### config.mk
export PLATFORM = sky130hd
export DESIGN_NAME = can_rx_irq_enable
export DESIGN_NICKNAME = d
export VERILOG_FILES = /design/src/logic/can_err_state_decode.v /design/src/logic/can_state_change_filter.v /design/src/logic/can_rx_irq_enable.v
export VERILOG_INCLUDE_DIRS = /design/src /design/src/logic
export SDC_FILE = /design/constraint.sdc
export NUM_CORES = 1
export LEC_CHECK = 0
export BUFFER_PORTS_ARGS = -buffer_cell sky130_fd_sc_hd__buf_2
export CORE_MARGIN = 5
export CORE_UTILIZATION = 25
export CTS_CLUSTER_DIAMETER = 150
export CTS_CLUSTER_SIZE = 20
export DETAILED_ROUTE_END_ITERATION = 16
export PLACE_DENSITY = 0.48
export SYNTH_ARGS = -nofsm -noshare
export SYNTH_HDL_FRONTEND = slang
export SYNTH_SLANG_ARGS = --single-unit
### constraint.sdc
create_clock -name mclk -period 1.6 [get_ports mclk]
set_input_delay 0.16 -clock mclk [delete_from_list [all_inputs] [get_ports mclk]]
set_output_delay 0.16 -clock mclk [all_outputs]
set_load 0.005 [all_outputs]
### src/logic/can_rx_irq_map.vh
// register map, field positions and codes of the receiver interrupt enable block
// assumes byte addressing on an apb bus with 32-bit data, one register per word
`ifndef CAN_RX_IRQ_MAP_VH
`define CAN_RX_IRQ_MAP_VH

// register byte addresses
`define ADDR_RX_IRQ_EN    8'h00
`define ADDR_FLAGS        8'h04
`define ADDR_FLAG_CLEAR   8'h08
`define ADDR_TX_IRQ_EN    8'h0C
`define ADDR_CONTROL      8'h10

// receiver interrupt enable / flag layout
`define BIT_WAKE          7
`define BIT_STATUS_CHG    6
`define RX_STATE_HI       5
`define RX_STATE_LO       4
`define TX_STATE_HI       3
`define TX_STATE_LO       2
`define BIT_OVERRUN       1
`define BIT_RX_FULL       0

// enable bits that initialization mode forces back to reset, sensitivities kept
`define RIE_INIT_MASK     8'hC3
`define RIE_RESET         8'h00
`define TIE_RESET         3'h0
`define TX_BUFFERS        3

// control register layout
`define BIT_INIT_REQ      0
`define BIT_INIT_ACK      1
`define BIT_WAKE_EN       2

// error state codes
`define ST_OK             2'h0
`define ST_WARN           2'h1
`define ST_ERR            2'h2
`define ST_BUSOFF         2'h3

// sensitivity codes
`define SENS_NONE         2'h0
`define SENS_BUSOFF       2'h1
`define SENS_ERR          2'h2
`define SENS_ALL          2'h3

// error counter thresholds
`define LIM_WARN          9'h060
`define LIM_ERR           9'h07F
`define LIM_BUSOFF        9'h0FF

`endif

### src/logic/can_err_state_decode.v
// error counter to error state decoder
// assumes counters come from the bit engine on the same clock
`timescale 1ns/10ps
`include "can_rx_irq_map.vh"

module can_err_state_decode (
  input  wire [8:0] rxErrCount,
  input  wire [8:0] txErrCount,
  output reg  [1:0] rxLevel,
  output reg  [1:0] txLevel
);

  // bus-off only exists for the transmitter; the receiver code mirrors it
  always @* begin
    if (txErrCount > `LIM_BUSOFF) begin
      txLevel = `ST_BUSOFF;
      rxLevel = `ST_BUSOFF;
    end else begin
      if (txErrCount > `LIM_ERR)
        txLevel = `ST_ERR;
      else if (txErrCount > `LIM_WARN)
        txLevel = `ST_WARN;
      else
        txLevel = `ST_OK;
      if (rxErrCount > `LIM_ERR)
        rxLevel = `ST_ERR;
      else if (rxErrCount > `LIM_WARN)
        rxLevel = `ST_WARN;
      else
        rxLevel = `ST_OK;
    end
  end

endmodule // can_err_state_decode

### src/logic/can_state_change_filter.v
// sensitivity filter: decides whether a state change is worth a status-change flag
// assumes old and new state use the shared four-level error state coding
`timescale 1ns/10ps
`include "can_rx_irq_map.vh"

module can_state_change_filter (
  input  wire [1:0] oldState,
  input  wire [1:0] newState,
  input  wire [1:0] sensitivity,
  output reg        hit
);

  wire changed;
  wire busOffEdge;
  wire errEdge;

  assign changed    = (oldState != newState);
  assign busOffEdge = changed & ((oldState == `ST_BUSOFF) | (newState == `ST_BUSOFF));
  // err and bus-off both sit at or above the err code
  assign errEdge    = changed & ((oldState >= `ST_ERR) | (newState >= `ST_ERR));

  always @* begin
    case (sensitivity)
      `SENS_NONE:   hit = 1'h0;
      `SENS_BUSOFF: hit = busOffEdge;
      `SENS_ERR:    hit = errEdge;
      `SENS_ALL:    hit = changed;
      default:      hit = 1'h0;
    endcase
  end

endmodule // can_state_change_filter

### src/logic/can_rx_irq_enable.v
// receiver interrupt enable block of a can controller with its flags and apb slave
// assumes event pulses, counters and init acknowledge come from logic on mclk
//
// Contract
// RQ1: while init requested and acknowledged, enable register is forced to reset contents; the code resets only bits 7, 6, 1 and 0.
// RQ2: enable register always readable; writes ignored while initialization mode is active.
// RQ3: initialization mode leaves both state sensitivity fields untouched.
// RQ4: wake enable bit 7 gates wake events onto the wake interrupt request.
// RQ5: status-change enable bit 6 gates status changes onto the error request.
// RQ6: receiver sensitivity bits 5-4: none, bus-off, error or bus-off, all.
// RQ7: transmitter sensitivity bits 3-2: none, bus-off, error or bus-off, all.
// RQ8: state indications track real state, updated only while no status-change flag.
// RQ9: overrun enable bit 1 gates overrun events onto the error request.
// RQ10: receive-full enable bit 0 gates buffer-full events onto the receive request.
// RQ11: wake needs both wake interrupt enable and control wake enable set.
// RQ12: transmitter leaving bus-off to ok forces receiver state to ok.
// RQ13: host should not read receive buffers while buffer-full flag is clear.
// RQ14: each transmit-empty flag has its own enable in the transmit enable register.
// RQ15: receiver state codes: ok, warning above 96, error above 127, bus-off.
// RQ16: pending status-change flag freezes state indications until software clears it.
// RQ17: each request is flag and enable; error request merges status-change and overrun.
`timescale 1ns/10ps
`include "can_rx_irq_map.vh"

module can_rx_irq_enable (
  input  wire        mclk,
  input  wire        rst_b,
  // apb slave
  input  wire        psel,
  input  wire        penable,
  input  wire        pwrite,
  input  wire [7:0]  paddr,
  input  wire [31:0] pwdata,
  output reg  [31:0] prdata,
  output reg         pready,
  output reg         pslverr,
  // bit engine side
  input  wire        initAck,
  input  wire        wakeEvent,
  input  wire        overrunEvent,
  input  wire        rxFullEvent,
  input  wire [8:0]  rxErrCount,
  input  wire [8:0]  txErrCount,
  input  wire [2:0]  txEmpty,
  output reg         initRequest,
  // interrupt requests
  output reg         wakeIrq,
  output reg         errIrq,
  output reg         rxIrq,
  output reg         txIrq,
  output reg         irq
);

  // software state
  reg  [7:0] rxIrqEn_q;
  reg  [7:0] rxIrqEn_d;
  reg  [2:0] txIrqEn_q;
  reg  [2:0] txIrqEn_d;
  reg        wakeEnable_q;
  reg        initReq_q;

  // sticky flags and frozen state indications
  reg        wakeFlag_q;
  reg        statusFlag_q;
  reg        overrunFlag_q;
  reg        rxFullFlag_q;
  reg  [1:0] rxState_q;
  reg  [1:0] rxState_d;
  reg  [1:0] txState_q;
  reg  [1:0] txState_d;
  reg        statusSet;
  reg        wakeFlag_d;
  reg        statusFlag_d;
  reg        overrunFlag_d;
  reg        rxFullFlag_d;

  // bus decode
  wire       accessStart;
  wire       accessDone;
  wire       wrDone;
  wire       initMode;
  wire       writeLocked;
  wire       mapped;
  wire       wrRxEn;
  wire       wrTxEn;
  wire       wrCtl;
  wire       wrClr;
  reg  [31:0] readMux;

  // decoded live states and filter results
  wire [1:0] rxLevel;
  wire [1:0] txLevel;
  wire [1:0] rxTarget;
  wire       rxHit;
  wire       txHit;
  wire [7:0] flagWord;
  wire [7:0] clearBits;

  // gated request terms
  wire       wakeTerm;
  wire       statusTerm;
  wire       overrunTerm;
  wire       rxFullTerm;
  wire [2:0] txTerm;
  wire       txAny;

  // one wait state: pready rises in the second access cycle, from a flop
  assign accessStart = psel & penable & ~pready;
  assign accessDone  = psel & penable & pready;
  assign wrDone      = accessDone & pwrite;

  // initialization mode proper needs both request and acknowledge
  assign initMode    = initReq_q & initAck;
  // enable register writes only land when neither request nor acknowledge is set
  assign writeLocked = initReq_q | initAck;

  assign mapped = (paddr == `ADDR_RX_IRQ_EN) | (paddr == `ADDR_FLAGS) |
                  (paddr == `ADDR_FLAG_CLEAR) | (paddr == `ADDR_TX_IRQ_EN) |
                  (paddr == `ADDR_CONTROL);

  // one write strobe per writable register, all tied to the completing access edge
  assign wrRxEn = wrDone & (paddr == `ADDR_RX_IRQ_EN);
  assign wrTxEn = wrDone & (paddr == `ADDR_TX_IRQ_EN);
  assign wrCtl  = wrDone & (paddr == `ADDR_CONTROL);
  assign wrClr  = wrDone & (paddr == `ADDR_FLAG_CLEAR);

  assign clearBits = wrClr ? pwdata[7:0] : 8'h00;

  // flag word shares its layout with the enable register
  assign flagWord = {wakeFlag_q, statusFlag_q, rxState_q, txState_q,
                     overrunFlag_q, rxFullFlag_q};

  // counters to levels
  can_err_state_decode u_decode (
    .rxErrCount (rxErrCount),
    .txErrCount (txErrCount),
    .rxLevel    (rxLevel),
    .txLevel    (txLevel)
  );

  // leaving bus-off is the only exit the transmitter has; drag the receiver along
  assign rxTarget = (txState_q == `ST_BUSOFF && txLevel == `ST_OK) ? `ST_OK : rxLevel; // [RQ12]

  can_state_change_filter u_rx_filter (
    .oldState    (rxState_q),
    .newState    (rxTarget),
    .sensitivity (rxIrqEn_q[`RX_STATE_HI:`RX_STATE_LO]), // [RQ6]
    .hit         (rxHit)
  );

  can_state_change_filter u_tx_filter (
    .oldState    (txState_q),
    .newState    (txLevel),
    .sensitivity (rxIrqEn_q[`TX_STATE_HI:`TX_STATE_LO]), // [RQ7]
    .hit         (txHit)
  );

  // state indications follow the counters only while no status change is pending
  always @* begin
    rxState_d = rxState_q;
    txState_d = txState_q;
    statusSet = 1'h0;
    if (!statusFlag_q) begin // [RQ8] [RQ16]
      rxState_d = rxTarget; // [RQ15]
      txState_d = txLevel;
      statusSet = rxHit | txHit;
    end
  end

  // receiver enable next value: init clears enables but keeps sensitivities
  always @* begin
    rxIrqEn_d = rxIrqEn_q;
    if (initMode)
      rxIrqEn_d = (rxIrqEn_q & ~`RIE_INIT_MASK) | (`RIE_RESET & `RIE_INIT_MASK); // [RQ1] [RQ3]
    else if (wrRxEn && !writeLocked)
      rxIrqEn_d = pwdata[7:0]; // [RQ2]
  end

  // transmitter enable next value, same init behaviour as the receiver one
  always @* begin
    txIrqEn_d = txIrqEn_q;
    if (initMode)
      txIrqEn_d = `TIE_RESET;
    else if (wrTxEn && !writeLocked)
      txIrqEn_d = pwdata[2:0]; // [RQ14]
  end

  // enable registers
  always @(posedge mclk or negedge rst_b) begin
    if (!rst_b) begin
      rxIrqEn_q <= `RIE_RESET;
      txIrqEn_q <= `TIE_RESET;
    end else begin
      rxIrqEn_q <= rxIrqEn_d;
      txIrqEn_q <= txIrqEn_d;
    end
  end

  // control register: init request and wake enable are always writable
  always @(posedge mclk or negedge rst_b) begin
    if (!rst_b) begin
      initReq_q    <= 1'h0;
      wakeEnable_q <= 1'h0;
    end else if (wrCtl) begin
      initReq_q    <= pwdata[`BIT_INIT_REQ];
      wakeEnable_q <= pwdata[`BIT_WAKE_EN];
    end
  end

  // flag next values: a set in the clearing cycle wins, so no event is lost
  always @* begin
    wakeFlag_d    = (wakeEvent & wakeEnable_q) |
                    (wakeFlag_q & ~clearBits[`BIT_WAKE]); // [RQ11]
    statusFlag_d  = statusSet | (statusFlag_q & ~clearBits[`BIT_STATUS_CHG]);
    overrunFlag_d = overrunEvent | (overrunFlag_q & ~clearBits[`BIT_OVERRUN]);
    // the foreground buffer is only valid while this flag stands
    rxFullFlag_d  = rxFullEvent | (rxFullFlag_q & ~clearBits[`BIT_RX_FULL]); // [RQ13]
  end

  // sticky flags, untouched by initialization mode
  always @(posedge mclk or negedge rst_b) begin
    if (!rst_b) begin
      wakeFlag_q    <= 1'h0;
      statusFlag_q  <= 1'h0;
      overrunFlag_q <= 1'h0;
      rxFullFlag_q  <= 1'h0;
    end else begin
      wakeFlag_q    <= wakeFlag_d;
      statusFlag_q  <= statusFlag_d;
      overrunFlag_q <= overrunFlag_d;
      rxFullFlag_q  <= rxFullFlag_d;
    end
  end

  // state indications survive initialization mode; only the pin reset clears them
  always @(posedge mclk or negedge rst_b) begin
    if (!rst_b) begin
      rxState_q <= `ST_OK;
      txState_q <= `ST_OK;
    end else begin
      rxState_q <= rxState_d;
      txState_q <= txState_d;
    end
  end

  // read multiplexer; clear register reads as zero
  always @* begin
    readMux = 32'h00000000;
    case (paddr)
      `ADDR_RX_IRQ_EN: readMux[7:0] = rxIrqEn_q; // [RQ2]
      `ADDR_FLAGS:     readMux[7:0] = flagWord;
      `ADDR_TX_IRQ_EN: readMux[2:0] = txIrqEn_q;
      `ADDR_CONTROL: begin
        readMux[`BIT_INIT_REQ] = initReq_q;
        readMux[`BIT_INIT_ACK] = initAck;
        readMux[`BIT_WAKE_EN]  = wakeEnable_q;
      end
      default:         readMux = 32'h00000000;
    endcase
  end

  // apb answer: data and error captured in the cycle pready rises
  always @(posedge mclk or negedge rst_b) begin
    if (!rst_b) begin
      pready  <= 1'h0;
      prdata  <= 32'h00000000;
      pslverr <= 1'h0;
    end else begin
      pready  <= accessStart;
      if (accessStart) begin
        prdata  <= pwrite ? 32'h00000000 : readMux;
        pslverr <= ~mapped;
      end else begin
        pslverr <= 1'h0;
      end
    end
  end

  // each request term is its flag gated by its own enable bit
  assign wakeTerm    = wakeFlag_q & rxIrqEn_q[`BIT_WAKE]; // [RQ4] [RQ11] [RQ17]
  assign statusTerm  = statusFlag_q & rxIrqEn_q[`BIT_STATUS_CHG]; // [RQ5]
  assign overrunTerm = overrunFlag_q & rxIrqEn_q[`BIT_OVERRUN]; // [RQ9]
  assign rxFullTerm  = rxFullFlag_q & rxIrqEn_q[`BIT_RX_FULL]; // [RQ10]
  assign txAny       = |txTerm;

  // one enable per transmit buffer, the empty level itself acts as the flag
  genvar gi;
  generate
    for (gi = 0; gi < `TX_BUFFERS; gi = gi + 1) begin : g_tx_term
      assign txTerm[gi] = txEmpty[gi] & txIrqEn_q[gi]; // [RQ14]
    end
  endgenerate

  // requests are registered so each output comes from a flop, one cycle behind
  always @(posedge mclk or negedge rst_b) begin
    if (!rst_b) begin
      wakeIrq     <= 1'h0;
      errIrq      <= 1'h0;
      rxIrq       <= 1'h0;
      txIrq       <= 1'h0;
      irq         <= 1'h0;
      initRequest <= 1'h0;
    end else begin
      wakeIrq     <= wakeTerm; // [RQ4] [RQ11] [RQ17]
      errIrq      <= statusTerm | overrunTerm; // [RQ5] [RQ9] [RQ17]
      rxIrq       <= rxFullTerm; // [RQ10] [RQ17]
      txIrq       <= txAny; // [RQ14]
      irq         <= wakeTerm | statusTerm | overrunTerm | rxFullTerm | txAny; // [RQ17]
      initRequest <= initReq_q;
    end
  end

endmodule // can_rx_irq_enable

## Yosys cells after proc, flatten, opt, wreduce, memory -nomap -nowiden

Cells that the tools add are included.

| storage, ports and cells | value |
|---|---|
| flip-flop bits (word level) | 61 |
| bits in latches | 0 |
| memory bits (writable) | 0 |
| bits in read-only memories | 0 |
| input port bits | 70 |
| output and inout bits | 40 |
| logic and storage cells | 127 |
| memories kept | 0 |

| cells by class | value |
|---|---|
| add/subtract/negate cells | 0 |
| multipliers | 0 |
| div/mod/pow operators | 0 |
| order comparisons | 9 |
| eq/ne operators | 16 |
| shift-type cells | 0 |
| multiplexer cells | 19 |
| bitwise logic cells | 51 |
| reductions and logical operators | 12 |

Operators with widths:

| operator | count |
|---|---|
| greater-than comparator 9 x 7 -> 1 bit, second input constant | 4 |
| 2-to-1 mux 8 bit | 4 |
| AND 1 bit | 25 |
| OR 1 bit | 19 |
| == test 2 bit, second input constant | 8 |
| == test 8 x 4 -> 1 bit, second input constant | 2 |
| one-hot mux 3 bit (4 select lines) | 1 |
| 2-to-1 mux 2 bit | 5 |
| one-hot mux 5 bit (2 select lines) | 1 |
| greater-than comparator 9 x 8 -> 1 bit, second input constant | 1 |
| == test 8 x 3 -> 1 bit, second input constant | 1 |
| == test 8 x 5 -> 1 bit, second input constant | 1 |
| greater-or-equal comparator 2 bit, second input constant | 4 |
| logical NOT 8 bit | 1 |
| one-hot mux 1 bit (4 select lines) | 2 |
| NOT 1 bit | 7 |
| logical NOT 2 bit | 3 |
| 2-to-1 mux 3 bit | 2 |
| == test 2 x 1 -> 1 bit, second input constant | 2 |
| 2-to-1 mux 1 bit | 4 |
| != test 2 bit | 2 |
| nonzero test 2 bit | 2 |
| logical AND 1 bit | 3 |
| OR reduction 3 bit | 1 |
| 2 further kinds | 2 |

## Depth between registers and ports, before layout

Gate-level depths: netlist (run 1).

| logic depth | value |
|---|---|
| depth after elaboration | 14 |
| depth in mapped cells | 7 |
| depth with buffers taken out | 7 |

## By module

A second synthesis (run 1) with hierarchy kept.

| unflattened totals | value |
|---|---|
| cells, all modules | 204 |
| area total of the unflattened synthesis | 2104.5 um^2 |

By module, submodules not included:

| module | instances | cells each | area an instance (um^2) | seq. area each (um^2) |
|---|---|---|---|---|
| can_rx_irq_enable | 1 | 169 | 1844.3 | 925.9 |
| can_state_change_filter | 2 | 13 | 96.3 | 0.0 |
| can_err_state_decode | 1 | 9 | 67.6 | 0.0 |

## Least setup slack after synthesis (run 1)

No wires, ideal clock.

| timing | value |
|---|---|
| path type | input -> register |
| start point | input port paddr[6] |
| end point | register wakeEnable_q |
| library setup time | 125 ps |
| arrival | 1704 ps |
| data required time | 1475 ps |
| setup slack | -228 ps |
| stages on the path | 5 |
| buffers on the path | 1 |
| cells stage by stage | or4_4 or2_1 buf_6 nor3b_1 mux2_2 |

| on the way | value |
|---|---|
| word-level cells in the longest chain between the ends | 2 |

RTL lines:

| item | RTL line | source |
|---|---|---|
| start: declaration | can_rx_irq_enable.v:32 | `input wire [7:0] paddr,` |
| == test 8 x 5 -> 1 bit | - |  |
| AND 1 bit | can_rx_irq_enable.v:124 | `` assign wrCtl = wrDone & (paddr == `ADDR_CONTROL); `` |
| end signal: assignment | can_rx_irq_enable.v:206 | `` wakeEnable_q <= pwdata[`BIT_WAKE_EN]; `` |
| end: declaration | can_rx_irq_enable.v:59 | `reg wakeEnable_q;` |

Every way passes these cells.
A chain may end at the register's enable or synchronous reset.

## Worst setup path in the final report (run 1)

| timing | value |
|---|---|
| start point | register pready |
| end point | register rxIrqEn_q[1] |

| on the way | value |
|---|---|
| word-level cells in the longest chain between the ends | 5 |

RTL lines:

| item | RTL line | source |
|---|---|---|
| start: declaration | can_rx_irq_enable.v:35 | `output reg pready,` |
| start signal: assignment | can_rx_irq_enable.v:269 | `pready <= accessStart;` |
| AND 1 bit | can_rx_irq_enable.v:109 | `assign accessDone = psel & penable & pready;` |
| AND 1 bit | can_rx_irq_enable.v:110 | `assign wrDone = accessDone & pwrite;` |
| AND 1 bit | can_rx_irq_enable.v:122 | `` assign wrRxEn = wrDone & (paddr == `ADDR_RX_IRQ_EN); `` |
| logical AND 1 bit | can_rx_irq_enable.v:175 | `else if (wrRxEn && !writeLocked)` |
| nonzero test 2 bit (no source line) | - |  |
| end signal: assignment | can_rx_irq_enable.v:191 | `` rxIrqEn_q <= `RIE_RESET; `` |
| end signal: assignment | can_rx_irq_enable.v:194 | `rxIrqEn_q <= rxIrqEn_d;` |
| end: declaration | can_rx_irq_enable.v:55 | `reg [7:0] rxIrqEn_q;` |

Every way passes these cells.

==> results of run 1 <==
area by class of cell:
type                            instances  area [um2]  share of cell area (%)
Timing Repair Buffer                   97         579                    20.0
Sequential cell                        37         926                    32.0
Tap cell                              108         135                    4.67
Multi-Input combinational cell        173        1130                    39.2
Clock buffer                            8        80.1                    2.77
Inverter                               10        37.5                    1.30
through the flow:
stage | setup WS [ns] | cells | hold WS (ns) | power, mW
after floorplan | -0.150 | 252 | -0.136 | 1.31
after global placement | -0.251 | 419 | 0.243 | 1.49
after detailed placement | -0.278 | 419 | 0.248 | 1.50
after CTS | 0.0106 | 428 | 0.0362 | 2.15
after global routing | -0.0829 | 433 | 0.0525 | 2.27
final | 0.0178 | 433 | 0.0463 | 2.13
flip-flops by register name, summed over array words and instances, names as in the netlist, 2 cells and up:
signal     flops
prdata         8
rxIrqEn_q      8
rxState_q      2
txIrqEn_q      3
txState_q      2
worst min path at each step:
stage,from,endpoint,cells after the start
5_1_grt,overrunEvent,overrunFlag_q$_DFF_PN0_,2
4_1_cts,overrunEvent,overrunFlag_q$_DFF_PN0_,2
6_report,overrunEvent,overrunFlag_q$_DFF_PN0_,2
3_5_place_dp,rst_b,wakeIrq$_DFF_PN0_,2
3_3_place_gp,rst_b,wakeIrq$_DFF_PN0_,2
2_1_floorplan,rst_b,errIrq$_DFF_PN0_,0
per-layer routing:
layer	routed length [um]	part of all wire [%]	global-route usage, %
met1	2770	46	14.4
met5	0	0	0
met3	380	6.4	3.61
met2	2730	46	17.0
met4	78	1.3	3.37
cell usage in the layout, fill, tap and decap left out, types with 3 or more instances in the layout:
cell,n
a211o_1,3
a21oi_1,10
a221oi_1,3
a22oi_1,10
buf_2,62
buf_4,33
clkbuf_1,3
clkbuf_8,5
conb_1,24
dfrtp_1,37
ha_1,6
inv_1,10
mux2i_1,3
nand2_1,25
nor2_1,12
nor2b_1,3
o21ai_0,14
o21ai_1,7
o2bb2ai_1,3
critical path, stage by stage (launching register included):
cell	delay (ns)
dfrtp_1	0.36
nand4_1	0.18
buf_4	0.20
nor4b_4	0.31
buf_4	0.18
mux2i_1	0.17
a21oi_1	0.05
repair_timing:
| item | 4_1_cts | 5_1_grt |
|---|---|---|
| resized for setup | 1 | 6 |
| hold endpoints to repair | 37 | 0 |
| cloned | 0 | 1 |
| setup buffers | 0 | 4 |
| hold buffers | 1 | 0 |
| pin swaps | 0 | 7 |
| endpoints found under the setup margin | 1 | 13 |
power breakdown:
part / switching (mW) / internal [mW] / total, mW
registers: 0.0523 / 0.987 / 1.04
clock network: 0.327 / 0.310 / 0.636
logic: 0.234 / 0.219 / 0.453
kinds of logic (layout without fill, tap and decap cells):
logic type | count (synthesis) | after routing | share of synthesized area, %
flops | 37 | 37 | 42.2
other cells | 1 | 24 | 0.171
mux | 5 | 5 | 2.40
simple gates | 72 | 72 | 19.9
xor+xnor | 1 | 1 | 0.400
compound gates | 65 | 65 | 19.7
buf+inv | 42 | 115 | 11.8
fa+ha+maj | 6 | 6 | 3.42
==> impl_metrics.json, run 1 <==
{
  "status": "complete, no violations",
  "dp_hpwl_um": 4570,
  "drive_gt1_share_pct": 36.3,
  "skew_ns": 0.00503,
  "drt-initial-drc-count": 95,
  "first_pass_iters": 6,
  "synth.largest_area_cell": "dfrtp_1",
  "synthFlopType": "dfrtp_1",
  "start_util_pct": 25.4,
  "ys_warn_count": 0,
  "ant_nets": 0,
  "rows": 34,
  "critPathRequiredTime_ns": 1.76,
  "r2r-start": "pready$_DFF_PN0_",
  "diodes": 0,
  "layout_min_cycle_time_ns": 1.58,
  "ir_drop_mv": 0.265,
  "yosysMostFrequentCell": "dfrtp_1",
  "die_w_um": 104,
  "critical_path_class": "register to register",
  "numCtsBuffers": 5,
  "areaGrowthSynthToFinish_pct": 32.0,
  "grt_pass1_wl_um": 9620,
  "nFillCells": 915,
  "worstSetupEndpointType": "register",
  "wl_per_cell_um": 13.8,
  "h-tree-depth": 2,
  "arrival_ns": 1.75,
  "crit_fanout": 3,
  "fp.dieArea_um2": 10700,
  "rrSetupSlack_ns": 0.02,
  "hold_violations": 0,
  "cp-start-kind": "register",
  "timing.rr.end": "rxIrqEn_q[1]$_DFFE_PN0P_",
  "top_level_ports": 110,
  "fp.coreArea_um2": 8640,
  "grt_pass1_vias": 1920,
  "grt_max_degree": 38,
  "antenna_found_initial": 0,
  "syn-cell-area_um2": 2190,
  "gp_congestion": 0.798,
  "via_per_inst": 4.48,
  "finalSetupViolations": 0,
  "power.density_nw_per_um2": 736,
  "portBuffers": 61,
  "grt_overflow_total": 0,
  "critPathLaunch": "pready$_DFF_PN0_",
  "synth_common_cells": "dfrtp_1 (37), buf_4 (25), nand2_1 (25)",
  "crit_end": "rxIrqEn_q[1]$_DFFE_PN0P_",
  "async_flop_share_pct": 100,
  "ys_seq_area_share_pct": 42.2,
  "path_clk_slew_ns": 0.07,
  "dpl-instance-area_um2": 2740,
  "synth-edff-count": 0,
  "worstSkewPairLatency_ns": 0.29,
  "fin_util_pct": 33.5,
  "vias": 1939,
  "dieHeight_um": 104,
  "hold_class": "input pin to register",
  "yosysUniqueCellTypes": 51,
  "ys_seq_elements": 37,
  "finalSetupTns_ns": 0,
  "nets": 400,
  "drv_slew": 0,
  "final_area_um2": 2890,
  "finalWirelength_um": 5960,
  "synthCells": 229,
  "synth_area_per_cell_um2": 9.57,
  "max_freq_mhz": 632,
  "cts.sinks": 37,
  "synth_top_area_share_pct": 42.2,
  "synthTopCellsByArea": "dfrtp_1 (42%), buf_4 (8.6%), o21ai_0 (4.6%), nand2_1 (4.3%), a22oi_1 (3.4%)",
  "drc_errors": 0,
  "power.leakage_nw": 1.42,
  "rr_worst_depth": 6,
  "grt_usage_pct": 11.0,
  "cts-root-buf": "clkbuf_8",
  "clock_path_buffers": 2,
  "fin_crit_sh_pct": 98.9,
  "rsz0062_at_grt": "true",
  "cts_tree": "done",
  "max_cap_viol_count": 0
}
Note: power is estimated with default switching activity, not from simulation.
==> inputs of run 2 (changes only) <==
GPL_TIMING_DRIVEN = 0   (was default)
==> run 2 against run 1 <==
Effect of this change:
- the flow now finishes with violations (hold timing)
- non-clock buffer count grew 11
- critical path depth shrank 1
- power rose by 11%
- first-iteration DRC count increased by 3.2%
- sequential cell count stayed put
- largest power group unchanged
==> impl_metrics.json, run 2 (synthesized netlist as in run 1, its figures left out) <==
{
  "status": "finished, violations left",
  "violations": "hold timing",
  "intPower_mw": 1.71,
  "crit_buf_inv": 0,
  "p_sw_share_pct": 27.6,
  "ir_drop_mv": 0.305,
  "path_delay_family": "compound AO/OA/AOI/OAI gates",
  "grt_usage_pct": 10.6,
  "gp_congestion": 0.813,
  "worstSetupEndpointType": "register",
  "nFillCells": 904,
  "seq_power_share_pct": 45.2,
  "critical_path_class": "register to register",
  "max_cap_viol_count": 0,
  "finalSetupViolations": 0,
  "cts.sinks": 37,
  "placed_cells": 421,
  "hold_class": "input pin to asynchronous set/reset pin",
  "drt-initial-drc-count": 98,
  "wl_per_cell_um": 13.1,
  "combinationalPowerShare_pct": 20.8,
  "grt_pass1_vias": 2007,
  "path_depth": 5,
  "cp_cell_sequence": "or2_4, o32ai_4, o21ai_1, o32ai_1, o211ai_1",
  "grt_overflow_total": 0,
  "path_clk_slew_ns": 0.08,
  "power.density_nw_per_um2": 767,
  "areaGrowthSynthToFinish_pct": 40.8,
  "rr_worst_depth": 5,
  "whs_ns": -0.0409,
  "vias": 1952,
  "finalWirelength_um": 5830,
  "max_freq_mhz": 634,
  "dp_hpwl_um": 4470,
  "grt_pass1_wl_um": 9490,
  "start_util_pct": 25.4,
  "clkPwrFrac_pct": 34.1,
  "slew_headroom_pct": 45.0,
  "fin_cells": 444,
  "hold_violations": 37,
  "first_pass_iters": 4,
  "finalSetupTns_ns": 0,
  "grt_max_degree": 38,
  "rsz0062_at_grt": "true",
  "power.leakage_nw": 1.52,
  "cts_tree": "done",
  "setup_slack_ns": 0.0223,
  "biggestRegsByFlops": "prdata (8), rxIrqEn_q (8), txIrqEn_q (3)",
  "dieHeight_um": 104,
  "skew_ns": 0.0113,
  "numCtsBuffers": 5,
  "arrival_ns": 1.73,
  "die_w_um": 104,
  "fp.dieArea_um2": 10700,
  "antenna_found_initial": 1,
  "fp.coreArea_um2": 8640,
  "h-tree-depth": 2,
  "diodes": 0,
  "layout_min_cycle_time_ns": 1.58,
  "drive_gt1_share_pct": 40.5,
  "p_switching_uw": 654,
  "tightest_slew_ns": 0.825,
  "multi_input_area_um2": 1210,
  "seq_area_um2": 930,
  "drc_errors": 0,
  "crit_fanout": 2,
  "via_per_inst": 4.40,
  "final_cell_mix": "buf_2 (60), buf_4 (37), dfrtp_1 (34)",
  "clock_path_buffers": 2,
  "post-place-ws_ns": -0.568,
  "cp-start-kind": "register",
  "drv_slew": 0,
  "critPathRequiredTime_ns": 1.75,
  "worstSkewPairLatency_ns": 0.29,
  "fin_crit_sh_pct": 98.6,
  "cpPeakStageDelay_ns": 0.42,
  "top_level_ports": 110,
  "rows": 34,
  "power.total_mw": 2.37,
  "nets": 411,
  "final_common_cell": "buf_2",
  "slowest_stage": "dfrtp_2",
  "ant_nets": 0,
  "cts_hold_buf": 0,
  "portBuffers": 61,
  "cts-root-buf": "clkbuf_8"
}
[run 2: final timing paths]
path	from	endpoint	slack [ns]
min in group mclk	rxFullEvent	rxFullFlag_q$_DFF_PN0_	0.05
min reg2reg	initReq_q$_DFFE_PN0P_	initRequest$_DFF_PN0_	0.38
max	rxState_q[1]$_DFFE_PN0N_	statusFlag_q$_DFF_PN0_	0.02
max in group asynchronous	rst_b	rxState_q[1]$_DFFE_PN0N_	1.06
max reg2reg	rxState_q[1]$_DFFE_PN0N_	statusFlag_q$_DFF_PN0_	0.02
min	rst_b	txIrq$_DFF_PN0_	-0.04
[run 2: per-layer routing]
| metal | track usage [%] | vias to the layer above | share of wire, % |
|---|---|---|---|
| li1 | - | 992 | - |
| met4 | 3.66 | 2 | 1.8 |
| met2 | 17.3 | 49 | 47 |
| met5 | 0 | - | 0.19 |
| met1 | 13.2 | 898 | 46 |
| met3 | 3.05 | 11 | 5.6 |
[run 2: what timing repair did]
item	CTS	global route
setup buffers	10	6
gates resized for setup	16	9
pin swaps	15	9
setup endpoints to repair	23	18
[run 2: power by group through the flow]
stage                     Combinational [mW]  Clock [mW]  Sequential, mW
after floorplan                        0.257           0            1.05
after global placement                 0.387           0            1.07
after detailed placement               0.395           0            1.07
after CTS                              0.445       0.835            1.08
after global routing                   0.541       0.887            1.08
final                                  0.491       0.807            1.07
[run 2: stage by stage]
stage / util (%) / instance area (um2)
after floorplan: - / 2290
after global placement: 31.7 / 2730
after detailed placement: 31.7 / 2730
after CTS: 34.8 / 3000
after global routing: 35.7 / 3090
final: 35.7 / 3090
[run 2: cell type report]
type                    count  area share, %
flip-flops and latches     37           30.1
well taps                 108           4.38
inverters                  10           1.22
clock inverters             2           1.26
multi-input cells         173           39.2
clock buffers               6           2.35
plain buffers              31           7.17
repair buffers             77           14.3
==> inputs of run 3 (changes only) <==
PLACE_DENSITY = 0.46   (was 0.48)
clock period = 1.8 ns   (was 1.6 ns; I/O delays follow)
==> run 3 against run 2 <==
Effect of this change:
- the run still ends with hold timing left
- clock skew down 0.0057 ns
- sequential power down 9%
- non-clock buffer count down 11
- sequential share of layout area up 1.7 points
- first-iteration DRC count down 19%
- critical endpoint is now prdata[4]$_DFFE_PN0P_
- largest power group unchanged
==> impl_metrics.json, run 3 (synthesized netlist as in run 1, its figures left out) <==
{
  "status": "finished, violations left",
  "violations": "hold timing",
  "ir_drop_mv": 0.217,
  "finalWirelength_um": 5730,
  "h-tree-depth": 2,
  "slew_headroom_pct": 43.3,
  "numCtsBuffers": 5,
  "via_per_inst": 4.36,
  "die_w_um": 104,
  "cts_tree": "done",
  "worstSkewPairLatency_ns": 0.29,
  "dp_hpwl_um": 4440,
  "fp.dieArea_um2": 10700,
  "clock_path_buffers": 2,
  "whs_ns": -0.0164,
  "crit_buf_inv": 3,
  "nets": 400,
  "final_common_cell": "buf_2",
  "grt_overflow_total": 0,
  "hold_class": "input pin to asynchronous set/reset pin",
  "biggestRegsByFlops": "prdata (8), rxIrqEn_q (8), txIrqEn_q (3)",
  "rows": 34,
  "max_freq_mhz": 598,
  "power.density_nw_per_um2": 702,
  "start_util_pct": 25.4,
  "slowest_stage": "or4_4",
  "nFillCells": 936,
  "tightest_slew_ns": 0.851,
  "critical_path_class": "input pin to register",
  "dieHeight_um": 104,
  "vias": 1890,
  "gp_congestion": 0.797,
  "cts.sinks": 37,
  "max_cap_viol_count": 0,
  "wl_per_cell_um": 13.2,
  "cpPeakStageDelay_ns": 0.57,
  "drive_gt1_share_pct": 35.7,
  "drt-initial-drc-count": 79,
  "fin_crit_sh_pct": 92.9,
  "cp-start-kind": "input pin",
  "path_delay_family": "simple AND/OR/NAND/NOR gates",
  "grt_max_degree": 38,
  "fp.coreArea_um2": 8640,
  "critPathRequiredTime_ns": 2.01,
  "arrival_ns": 1.88,
  "skew_ns": 0.00556,
  "top_level_ports": 110,
  "areaGrowthSynthToFinish_pct": 33.3,
  "layout_min_cycle_time_ns": 1.67,
  "ant_nets": 0,
  "drc_errors": 0,
  "rsz0062_at_grt": "false",
  "finalSetupViolations": 0,
  "setup_slack_ns": 0.128,
  "grt_pass1_wl_um": 9490,
  "diodes": 0,
  "cp_cell_sequence": "buf_2, or4_4, or2_1, buf_6, nor4b_4, buf_4, a22oi_1, o21ai_1",
  "antenna_found_initial": 0,
  "grt_usage_pct": 10.5,
  "finalSetupTns_ns": 0,
  "grt_pass1_vias": 1939,
  "cts-root-buf": "clkbuf_8",
  "portBuffers": 61,
  "post-place-ws_ns": -0.360,
  "first_pass_iters": 4,
  "crit_fanout": 8,
  "cts_hold_buf": 0,
  "final_cell_mix": "buf_2 (61), dfrtp_1 (35), buf_4 (30)",
  "drv_slew": 0,
  "worstSetupEndpointType": "register",
  "path_clk_slew_ns": 0.07,
  "power.leakage_nw": 1.43,
  "hold_violations": 9
}
[run 3: power breakdown]
part | leakage [nW] | switching [mW] | total, mW | internal (mW)
sequential | 0.455 | 0.0925 | 0.974 | 0.882
clock | 0.0585 | 0.293 | 0.745 | 0.452
combinational | 0.914 | 0.162 | 0.332 | 0.169
[run 3: final cells by class]
class | instances | area [um2] | area share [%]
repair buffers | 66 | 343 | 11.7
flip-flops and latches | 37 | 928 | 31.8
well taps | 108 | 135 | 4.63
plain buffers | 31 | 218 | 7.45
inverters | 10 | 37.5 | 1.28
clock buffers | 7 | 86.3 | 2.96
clock inverters | 1 | 30.0 | 1.03
multi-input cells | 173 | 1140 | 39.1
[run 3: final timing paths]
kind | start | to | slack (ns) | cells past startpoint
worst min register to register | initReq_q$_DFFE_PN0P_ | initRequest$_DFF_PN0_ | 0.38 | 0
max in group asynchronous | rst_b | rxState_q[1]$_DFFE_PN0N_ | 1.21 | 1
worst max-delay path | paddr[6] | prdata[4]$_DFFE_PN0P_ | 0.13 | 8
min in group mclk | rxFullEvent | rxFullFlag_q$_DFF_PN0_ | 0.07 | 2
worst max register to register | rxState_q[1]$_DFFE_PN0N_ | statusFlag_q$_DFF_PN0_ | 0.14 | 5
worst min-delay path | rst_b | wakeIrq$_DFF_PN0_ | -0.02 | 1
[run 3: through the flow]
stage	cells	total power, mW	utilization, %	hold WS, ns	cell area, um2
final	433	2.05	33.8	-0.0164	2920
after global routing	433	2.18	33.8	0.0694	2920
after CTS	431	2.06	33.4	0.0331	2880
after detailed placement	421	1.30	31.5	0.348	2720
after global placement	421	1.29	31.5	0.343	2720
after floorplan	252	1.16	-	-0.116	2280
[run 3: worst reg2reg max path, cell delays in order (launching register included)]
cell and delay (ns):
dfrtp_2 0.45, or2_2 0.34, o32ai_2 0.23, nor2_1 0.09
o311ai_1 0.28, o211ai_1 0.14
[run 3: repair_timing]
item | CTS | global route
setup endpoints to repair | 14 | 15
resized for setup | 3 | 8
pin swaps | 1 | 2
hold endpoints to repair | 0 | 0
setup buffers | 3 | 2
[run 3: layer usage]
layer	GRT usage, %	share of wire, %	up-vias
li1	-	-	965
met1	14.1	47	881
met2	16.4	47	42
met3	2.67	5.6	2
met4	3.37	0.70	0
met5	0	0	-
